<file path="config.mk">
export PLATFORM = sky130hd
export DESIGN_NAME = pbm_power_button_monitor
export DESIGN_NICKNAME = d
export VERILOG_FILES = /design/src/hdl/pbm_power_button_monitor.v
export VERILOG_INCLUDE_DIRS = /design/src /design/src/hdl
export SDC_FILE = /design/constraint.sdc
export NUM_CORES = 1
export LEC_CHECK = 0
export ABC_AREA = 1
export BUFFER_PORTS_ARGS = -buffer_cell sky130_fd_sc_hd__buf_2
export CORE_MARGIN = 5
export CORE_UTILIZATION = 60
export CTS_CLUSTER_SIZE = 8
export DETAILED_ROUTE_END_ITERATION = 12
export PLACE_DENSITY = 0.79
export RECOVER_POWER = 25
export SLEW_MARGIN = 10
export SYNTH_ARGS = -nofsm -noshare
export SYNTH_HDL_FRONTEND = slang
export SYNTH_SLANG_ARGS = --single-unit
</file>
<file path="constraint.sdc">
create_clock -name clk_i -period 3.6 [get_ports clk_i]
set_input_delay 0.54 -clock clk_i [delete_from_list [all_inputs] [get_ports clk_i]]
set_output_delay 0.54 -clock clk_i [all_outputs]
set_load 0.01 [all_outputs]
</file>
<file path="src/hdl/pbm_map.vh">
`ifndef PBM_MAP_VH
`define PBM_MAP_VH
// Register addresses (8-bit register index)
`define PBM_ADDR_CONFIG   8'h26
`define PBM_ADDR_STATUS   8'h27
// Configuration field positions
`define PBM_CFG_CLEAR_HOLD_TIMER     5
`define PBM_CFG_CLEAR_FAULT_TIMER    4
`define PBM_CFG_FLT_HI    3
`define PBM_CFG_FLT_LO    0
// Status field positions
`define PBM_ST_LEVEL      4
`define PBM_ST_HT_HI      3
`define PBM_ST_HT_LO      0
// Reset values
`define PBM_CONFIG_RESET  8'h08
`define PBM_STATUS_RESET  8'h10
// Timing figures and clock rate
`define PBM_CLK_KHZ       250000
`define PBM_DEBOUNCE_MS   30
`define PBM_WAKE_MS       36
`define PBM_HALF_SEC_MS   500
`define PBM_DEBOUNCE_CYC  (`PBM_DEBOUNCE_MS * `PBM_CLK_KHZ)
`define PBM_WAKE_CYC      (`PBM_WAKE_MS * `PBM_CLK_KHZ)
`define PBM_HALF_SEC_CYC  (`PBM_HALF_SEC_MS * `PBM_CLK_KHZ)
`endif

</file>
<file path="src/hdl/pbm_power_button_monitor.v">
`timescale 1ns/100ps
`include "pbm_map.vh"
// Contract
// - Debounce the active-low button for 30 ms; shorter bounce is ignored.
// - A falling edge of the debounced level may start leaving full-off.
// - In full-off, a press over 36 ms powers on and releases resume reset.
// - While on, holding beyond the fault time forces an orderly shutdown; a press still held at rails-up is exempt until a new press or bit 4 write.
// - Host button output always follows the debounced level.
// - Hold timer counts press duration in half-seconds, shown in status.
// - Hold count keeps value after release until next press or clear.
// - Non-zero fault field matching the hold count triggers shutdown; zero disables.
// - Fault field is half-second steps, zero disabled, resets to 1000.
// - Writing one to config bit 5 resets hold timer; reads zero.
// - Writing one to config bit 4 resets fault timer; reads zero. The code only re-arms fault shutdown while on; hold count is kept.
// - Status bit 4 shows debounced level, zero pressed, resets to one.
// - Configuration reset contents come from one-time-programmable memory.
// - Orderly shutdown requests rails off in programmed order.
module pbm_power_button_monitor #(
   parameter DEBOUNCE_CYC = `PBM_DEBOUNCE_CYC,
   parameter WAKE_CYC     = `PBM_WAKE_CYC,
   parameter HALF_SEC_CYC = `PBM_HALF_SEC_CYC,
   parameter CNT_W        = 28
) (
   // Clock and reset
   input  wire       clk_i,
   input  wire       rst_i,
   // Push-button and host side
   input  wire       button_in_n_i,
   output wire       button_to_host_n_o,
   output wire       resume_reset_n_o,
   // Power sequencer side
   input  wire [7:0] otp_config_i,
   input  wire       rails_up_i,
   input  wire       rails_down_i,
   output wire       power_on_req_o,
   output wire       shutdown_req_o,
   // Register port
   input  wire [7:0] reg_addr_i,
   input  wire       reg_wr_i,
   input  wire [7:0] reg_wdata_i,
   output wire [7:0] reg_rdata_o
);

   // Power state codes
   localparam ST_OFF      = 2'd0;
   localparam ST_WAKING   = 2'd1;
   localparam ST_ON       = 2'd2;
   localparam ST_STOPPING = 2'd3;
   // Fault field power-up value, narrowed to the field width below
   localparam [7:0] CFG_RST = `PBM_CONFIG_RESET;

   // Debounce filter
   reg [CNT_W-1:0] db_cnt_ff;
   reg [CNT_W-1:0] nxt_db_cnt;
   reg             level_ff;
   reg             nxt_level;
   reg             level_d_ff;
   // Hold timer
   reg [CNT_W-1:0] tick_cnt_ff;
   reg [CNT_W-1:0] nxt_tick_cnt;
   reg [3:0]       ht_ff;
   reg [3:0]       nxt_ht;
   // Fault field and its one-time load
   reg [3:0]       flt_ff;
   reg             otp_load_ff;
   // Power state machine
   reg [1:0]       state_ff;
   reg [1:0]       nxt_state;
   reg [CNT_W-1:0] wake_cnt_ff;
   reg [CNT_W-1:0] nxt_wake_cnt;
   reg             wake_arm_ff;
   reg             nxt_wake_arm;
   reg             rsm_n_ff;
   reg             nxt_rsm_n;
   reg             pon_ff;
   reg             nxt_pon;
   reg             sdn_ff;
   reg             nxt_sdn;
   reg             fault_arm_ff;
   reg             nxt_fault_arm;
   // Register read data
   reg [7:0]       rdata_ff;

   // Register decode and event terms
   wire             wr_cfg   = reg_wr_i & (reg_addr_i == `PBM_ADDR_CONFIG);
   wire             clr_ht   = wr_cfg & reg_wdata_i[`PBM_CFG_CLEAR_HOLD_TIMER];
   wire             clr_flt  = wr_cfg & reg_wdata_i[`PBM_CFG_CLEAR_FAULT_TIMER];
   wire [CNT_W-1:0] one_cnt  = {{(CNT_W-1){1'b0}}, 1'b1};
   wire [CNT_W-1:0] db_last  = DEBOUNCE_CYC[CNT_W-1:0] - one_cnt;
   wire [CNT_W-1:0] wake_lim = WAKE_CYC[CNT_W-1:0] - DEBOUNCE_CYC[CNT_W-1:0];
   wire             press    = level_d_ff & ~level_ff;
   wire             tick     = (tick_cnt_ff == HALF_SEC_CYC[CNT_W-1:0] - one_cnt);
   wire             match    = (flt_ff != 4'h0) & (ht_ff == flt_ff) & ~level_ff;

   // Debounce next value: raw level must hold steady for the full window before it is taken
   always @*
   begin
      nxt_db_cnt = db_cnt_ff + one_cnt;
      nxt_level  = level_ff;
      if (button_in_n_i == level_ff)
         nxt_db_cnt = {CNT_W{1'b0}}; // Any return to the old level restarts the window
      else if (db_cnt_ff == db_last)
      begin
         nxt_db_cnt = {CNT_W{1'b0}};
         nxt_level  = button_in_n_i;
      end
   end

   // Debounce registers; released level after reset so no false press follows it
   always @(posedge clk_i)
   begin
      if (rst_i)
      begin
         db_cnt_ff  <= {CNT_W{1'b0}};
         level_ff   <= 1'b1;
         level_d_ff <= 1'b1;
      end
      else
      begin
         db_cnt_ff  <= nxt_db_cnt;
         level_ff   <= nxt_level;
         level_d_ff <= level_ff;
      end
   end

   // Hold timer next value: restarts on each press, freezes on release, saturates at 7.5 s
   always @*
   begin
      nxt_tick_cnt = tick_cnt_ff;
      nxt_ht       = ht_ff;
      if (clr_ht)
      begin
         nxt_tick_cnt = {CNT_W{1'b0}};
         nxt_ht       = 4'h0;
      end
      else if (press)
      begin
         nxt_tick_cnt = {CNT_W{1'b0}};
         nxt_ht       = 4'h0;
      end
      else if (!level_ff)
      begin
         if (tick)
         begin
            nxt_tick_cnt = {CNT_W{1'b0}};
            if (ht_ff != 4'hf)
               nxt_ht = ht_ff + 4'h1;
         end
         else
            nxt_tick_cnt = tick_cnt_ff + one_cnt;
      end
   end

   // Hold timer registers; a software clear beats a same-cycle press or tick
   always @(posedge clk_i)
   begin
      if (rst_i)
      begin
         tick_cnt_ff <= {CNT_W{1'b0}};
         ht_ff       <= 4'h0;
      end
      else
      begin
         tick_cnt_ff <= nxt_tick_cnt;
         ht_ff       <= nxt_ht;
      end
   end

   // Fault field: loaded from OTP one cycle after reset release, then software owned
   always @(posedge clk_i)
   begin
      if (rst_i)
      begin
         flt_ff      <= CFG_RST[3:0];
         otp_load_ff <= 1'b1;
      end
      else if (otp_load_ff)
      begin
         flt_ff      <= otp_config_i[`PBM_CFG_FLT_HI:`PBM_CFG_FLT_LO];
         otp_load_ff <= 1'b0;
      end
      else if (wr_cfg)
         flt_ff <= reg_wdata_i[`PBM_CFG_FLT_HI:`PBM_CFG_FLT_LO];
   end

   // Power state next values; wake only counts after a fresh press, so a button
   // still held through a forced shutdown cannot power the system straight back on
   always @*
   begin
      nxt_state     = state_ff;
      nxt_wake_cnt  = wake_cnt_ff;
      nxt_wake_arm  = wake_arm_ff;
      nxt_rsm_n     = rsm_n_ff;
      nxt_pon       = 1'b0;
      nxt_sdn       = 1'b0;
      nxt_fault_arm = fault_arm_ff;
      case (state_ff)
         ST_OFF:
         begin
            nxt_rsm_n = 1'b0;
            if (press)
            begin
               nxt_wake_cnt = {CNT_W{1'b0}};
               nxt_wake_arm = 1'b1;
            end
            else if (level_ff)
               nxt_wake_arm = 1'b0; // Released before the wake window ended
            else if (wake_arm_ff)
            begin
               if (wake_cnt_ff >= wake_lim)
               begin
                  nxt_pon      = 1'b1;
                  nxt_wake_arm = 1'b0;
                  nxt_state    = ST_WAKING;
               end
               else
                  nxt_wake_cnt = wake_cnt_ff + one_cnt;
            end
         end
         ST_WAKING:
         begin
            if (rails_up_i)
            begin
               nxt_rsm_n     = 1'b1;
               nxt_fault_arm = level_ff;
               nxt_state     = ST_ON;
            end
         end
         ST_ON:
         begin
            if (clr_flt || press)
               nxt_fault_arm = 1'b1;
            if (match && fault_arm_ff && !clr_flt)
            begin
               nxt_sdn       = 1'b1;
               nxt_fault_arm = 1'b0;
               nxt_state     = ST_STOPPING;
            end
         end
         ST_STOPPING:
         begin
            if (rails_down_i)
            begin
               nxt_rsm_n    = 1'b0;
               nxt_wake_cnt = {CNT_W{1'b0}};
               nxt_wake_arm = 1'b0;
               nxt_state    = ST_OFF;
            end
         end
         default:
            nxt_state = ST_OFF;
      endcase
   end

   // Power state registers
   always @(posedge clk_i)
   begin
      if (rst_i)
      begin
         state_ff     <= ST_OFF;
         wake_cnt_ff  <= {CNT_W{1'b0}};
         wake_arm_ff  <= 1'b0;
         rsm_n_ff     <= 1'b0;
         pon_ff       <= 1'b0;
         sdn_ff       <= 1'b0;
         fault_arm_ff <= 1'b1;
      end
      else
      begin
         state_ff     <= nxt_state;
         wake_cnt_ff  <= nxt_wake_cnt;
         wake_arm_ff  <= nxt_wake_arm;
         rsm_n_ff     <= nxt_rsm_n;
         pon_ff       <= nxt_pon;
         sdn_ff       <= nxt_sdn;
         fault_arm_ff <= nxt_fault_arm;
      end
   end

   // Read data registered; reserved and self-clearing bits read as zero
   always @(posedge clk_i)
   begin
      if (rst_i)
         rdata_ff <= 8'h00;
      else if (reg_addr_i == `PBM_ADDR_CONFIG)
         rdata_ff <= {4'h0, flt_ff};
      else if (reg_addr_i == `PBM_ADDR_STATUS)
         rdata_ff <= {3'h0, level_ff, ht_ff};
      else
         rdata_ff <= 8'h00;
   end

   assign button_to_host_n_o = level_ff;
   assign resume_reset_n_o   = rsm_n_ff;
   assign power_on_req_o     = pon_ff;
   assign shutdown_req_o     = sdn_ff;
   assign reg_rdata_o        = rdata_ff;

endmodule // pbm_power_button_monitor

</file>
==> metrics.md <==
| Metric | Value |
|---|---|
| Top-area cell type share of the netlist area | `36.0%` |
| Post-Syn Area | `5950 um2` |
| Placed Area | `6160 um2` |
| Post-route ant nets | `0` |
| Fillcell total | `925` |
| Critical Path RT | `3.92 ns` |
| Maxcap violations | `0` |
| Async SR Flop Fraction | `0%` |
| Via/cell ratio | `5.07` |
| Slew HR | `39.9%` |
| Register area share after synthesis | `36.0%` |
| Global-route wire length before repair | `20.9 mm` |
| Crit-path max FO | `22` |
| Cell Rows | `36` |
| CP Class | `reg -> reg` |
| Post-CTS Setup Bufs | `0` |
| Minimum clock period | `2.31 ns` |
| Pwr per Cell Area | `319 nW/um2` |
| Antenna violations before repair | `0` |
| Top Ports | `42` |
| Gpl congestion | `0.889` |
| Resize count post-CTS | `0` |
| Clock root cell | `clkbuf_8` |
| Hold_buf cts | `0` |
| Status | `complete, no violations` |
| HPWL after detailed placement | `8.94 mm` |
| Via count | `5429` |
| Synth warn | `0` |
| Core Area | `9730 um2` |
| Cts bufs inserted | `9` |
| Yosys top cell by area | `dfxtp_1` |
| Final worst-path cycle share | `64.2%` |
| Total Power | `2.02 mW` |
| Reg2reg setup slack | `1.29 ns` |
| Mean area per synthesized cell | `6.57 um2` |
| CP startpoint kind | `flop` |
| Inserted Diodes | `0` |
| Initial DRC count | `331` |
| Die height | `110 um` |
| Gr usage total | `21.4%` |
| CTS tree | `built` |
| Finished Cell Area | `6350 um2` |
| Clk_skew | `0.0127 ns` |
| Worst skew pair latency | `0.38 ns` |
| Post-Syn Instances | `906` |
| Final TNS setup | `0 ns` |
| Fmax | `433 MHz` |
| Grt total ovfl | `0` |
| Ranking of synthesized cells by area | `dfxtp_1 (36%), nand2_1 (11%), nor2_1 (9.9%)` |
| Worst-margin pin slew | `0.901 ns` |
| Clock Tree Buf Depth | `2` |
| Number of port buffers | `32` |
| Area grow syn2layout | `6.66%` |
| Final Hold Viols | `0` |
| Clock transition at path regs | `0.10 ns` |
| Die area | `12000 um2` |
| Initial core utilization | `61.2%` |
| Max H-tree Level | `3` |
| Leakage power | `2.45 nW` |
| DRT Pass-1 Iters | `5` |
| Final net count | `971` |
| Most frequent cells in the layout | `nand2_1 (182), nor2_1 (158), inv_1 (142), dfxtp_1 (107), nand3_1 (58)` |
| Number of global-route vias before repair | `4804` |
| Post-synthesis register bit count | `107` |
| # setup viols final | `0` |
| WL final | `12.2 mm` |
| DRC viols | `0` |
| Synth cell types | `46` |
| Die Width | `110 um` |
| Largest net degree at the start of global routing | `32` |
| Slew Viols, Final | `0` |
| CP endpoint kind | `flop` |
| RSZ-0062 raised after global routing | `false` |
| Sink Count | `107` |
| Worst path arrival time | `2.63 ns` |
| Max rail drop VDD | `0.325 mV` |
| Post-synth EDFFs | `0` |
| WL/cell | `11.4 um` |
| Share of cells above drive strength 1 | `8.32%` |
| Commonest non-fill, non-tap cell in the layout | `nand2_1` |
| Ys flop type | `dfxtp_1` |
| Worst min-delay path class | `in -> reg` |
==> worst paths after layout <==
kind / start / cells past startpoint / endpoint
min reg2reg: wake_cnt_ff[25] / 2 / wake_cnt_ff[25]
max reg2reg: button_to_host_n_o / 8 / wake_cnt_ff[1]
min: otp_config_i[2] / 3 / flt_ff[2]
max: button_to_host_n_o / 8 / wake_cnt_ff[1]
==> cells by family (layout without fill, tap and decap cells) <==
group / after synthesis / after routing / synth area share, %
DFF: 107 / 107 / 36.0
buffers and inverters: 164 / 193 / 11.4
adders and majority gates: 9 / 9 / 1.89
other: 1 / 3 / 0.0630
and+or+nand+nor: 518 / 518 / 39.5
xor gates and xnor gates: 21 / 21 / 3.09
AOI/OAI and AO/OA: 86 / 86 / 8.11
==> critical path, stage by stage (launching register included) <==
cell and delay (ns):
dfxtp_1 0.70, inv_1 0.38, a21boi_1 0.36, a21oi_4 0.17, nand2_4 0.23, inv_4 0.14
nand2_1 0.08, nand2_1 0.05, nor2_1 0.10
==> synth_stat cells, types with 2 or more instances <==
master and count:
nand2_1 181, nor2_1 157, inv_1 140, dfxtp_1 107
nand3_1 58, nor3_1 42, a21oi_1 35, o21ai_0 31
nand4_1 27, xor2_1 16, nor2_2 10, ha_1 9
buf_6 6, nand2_2 6, clkbuf_1 5, nor2_4 5
nor3b_1 5, nor4_1 5, o22ai_1 5, xnor2_1 5
a31oi_1 4, buf_2 4, nand3b_1 4, nor3_2 4
or2_2 4, buf_4 3, inv_2 3, nand3_2 3
and3_1 2, buf_1 2, nand2_4 2, o21bai_1 2
==> registers in the layout, indices dropped and copies added (netlist names) <==
signal,cells
state_ff,2
wake_cnt_ff,28
level_d_ff,1
otp_load_ff,1
resume_reset_n_o,1
fault_arm_ff,1
flt_ff,4
reg_rdata_o,5
wake_arm_ff,1
shutdown_req_o,1
db_cnt_ff,28
power_on_req_o,1
button_to_host_n_o,1
ht_ff,4
tick_cnt_ff,28
==> power by group <==
group / internal [mW] / total (mW) / switching (mW) / leakage [nW]
combinational: 0.0213 / 0.0622 / 0.0409 / 1.49
sequential: 1.19 / 1.19 / 0.00513 / 0.863
clock: 0.345 / 0.769 / 0.424 / 0.0955
==> metal layers <==
| layer | GRT usage (%) | wire, um | vias to the layer above |
|---|---|---|---|
| met2 | 36.0 | 5580 | 86 |
| li1 | - | - | 2922 |
| met5 | 0 | 0 | - |
| met3 | 5.46 | 548 | 8 |
| met4 | 4.54 | 103 | 0 |
| met1 | 27.8 | 5980 | 2413 |
==> layout make-up <==
type                            count  area (um2)  area share [%]
Clock inverter                      6        70.1            1.10
Multi-Input combinational cell    637        3140            49.4
Clock buffer                       10         138            2.17
Sequential cell                   107        2140            33.7
Timing Repair Buffer               33         156            2.46
Inverter                          144         543            8.55
Tap cell                          133         166            2.62
==> through the flow <==
step                      util [%]  setup WS [ns]  hold slack [ns]  std cells
after detailed placement      63.3           1.44            0.430       1054
after global placement        63.3           1.45            0.427       1054
final                         65.3           1.29            0.406       1070
after CTS                     65.4           1.44            0.385       1070
after floorplan                  -           1.87            0.417        908
after global routing          65.3           1.09            0.397       1070
Power figures use the tool's default switching activity.
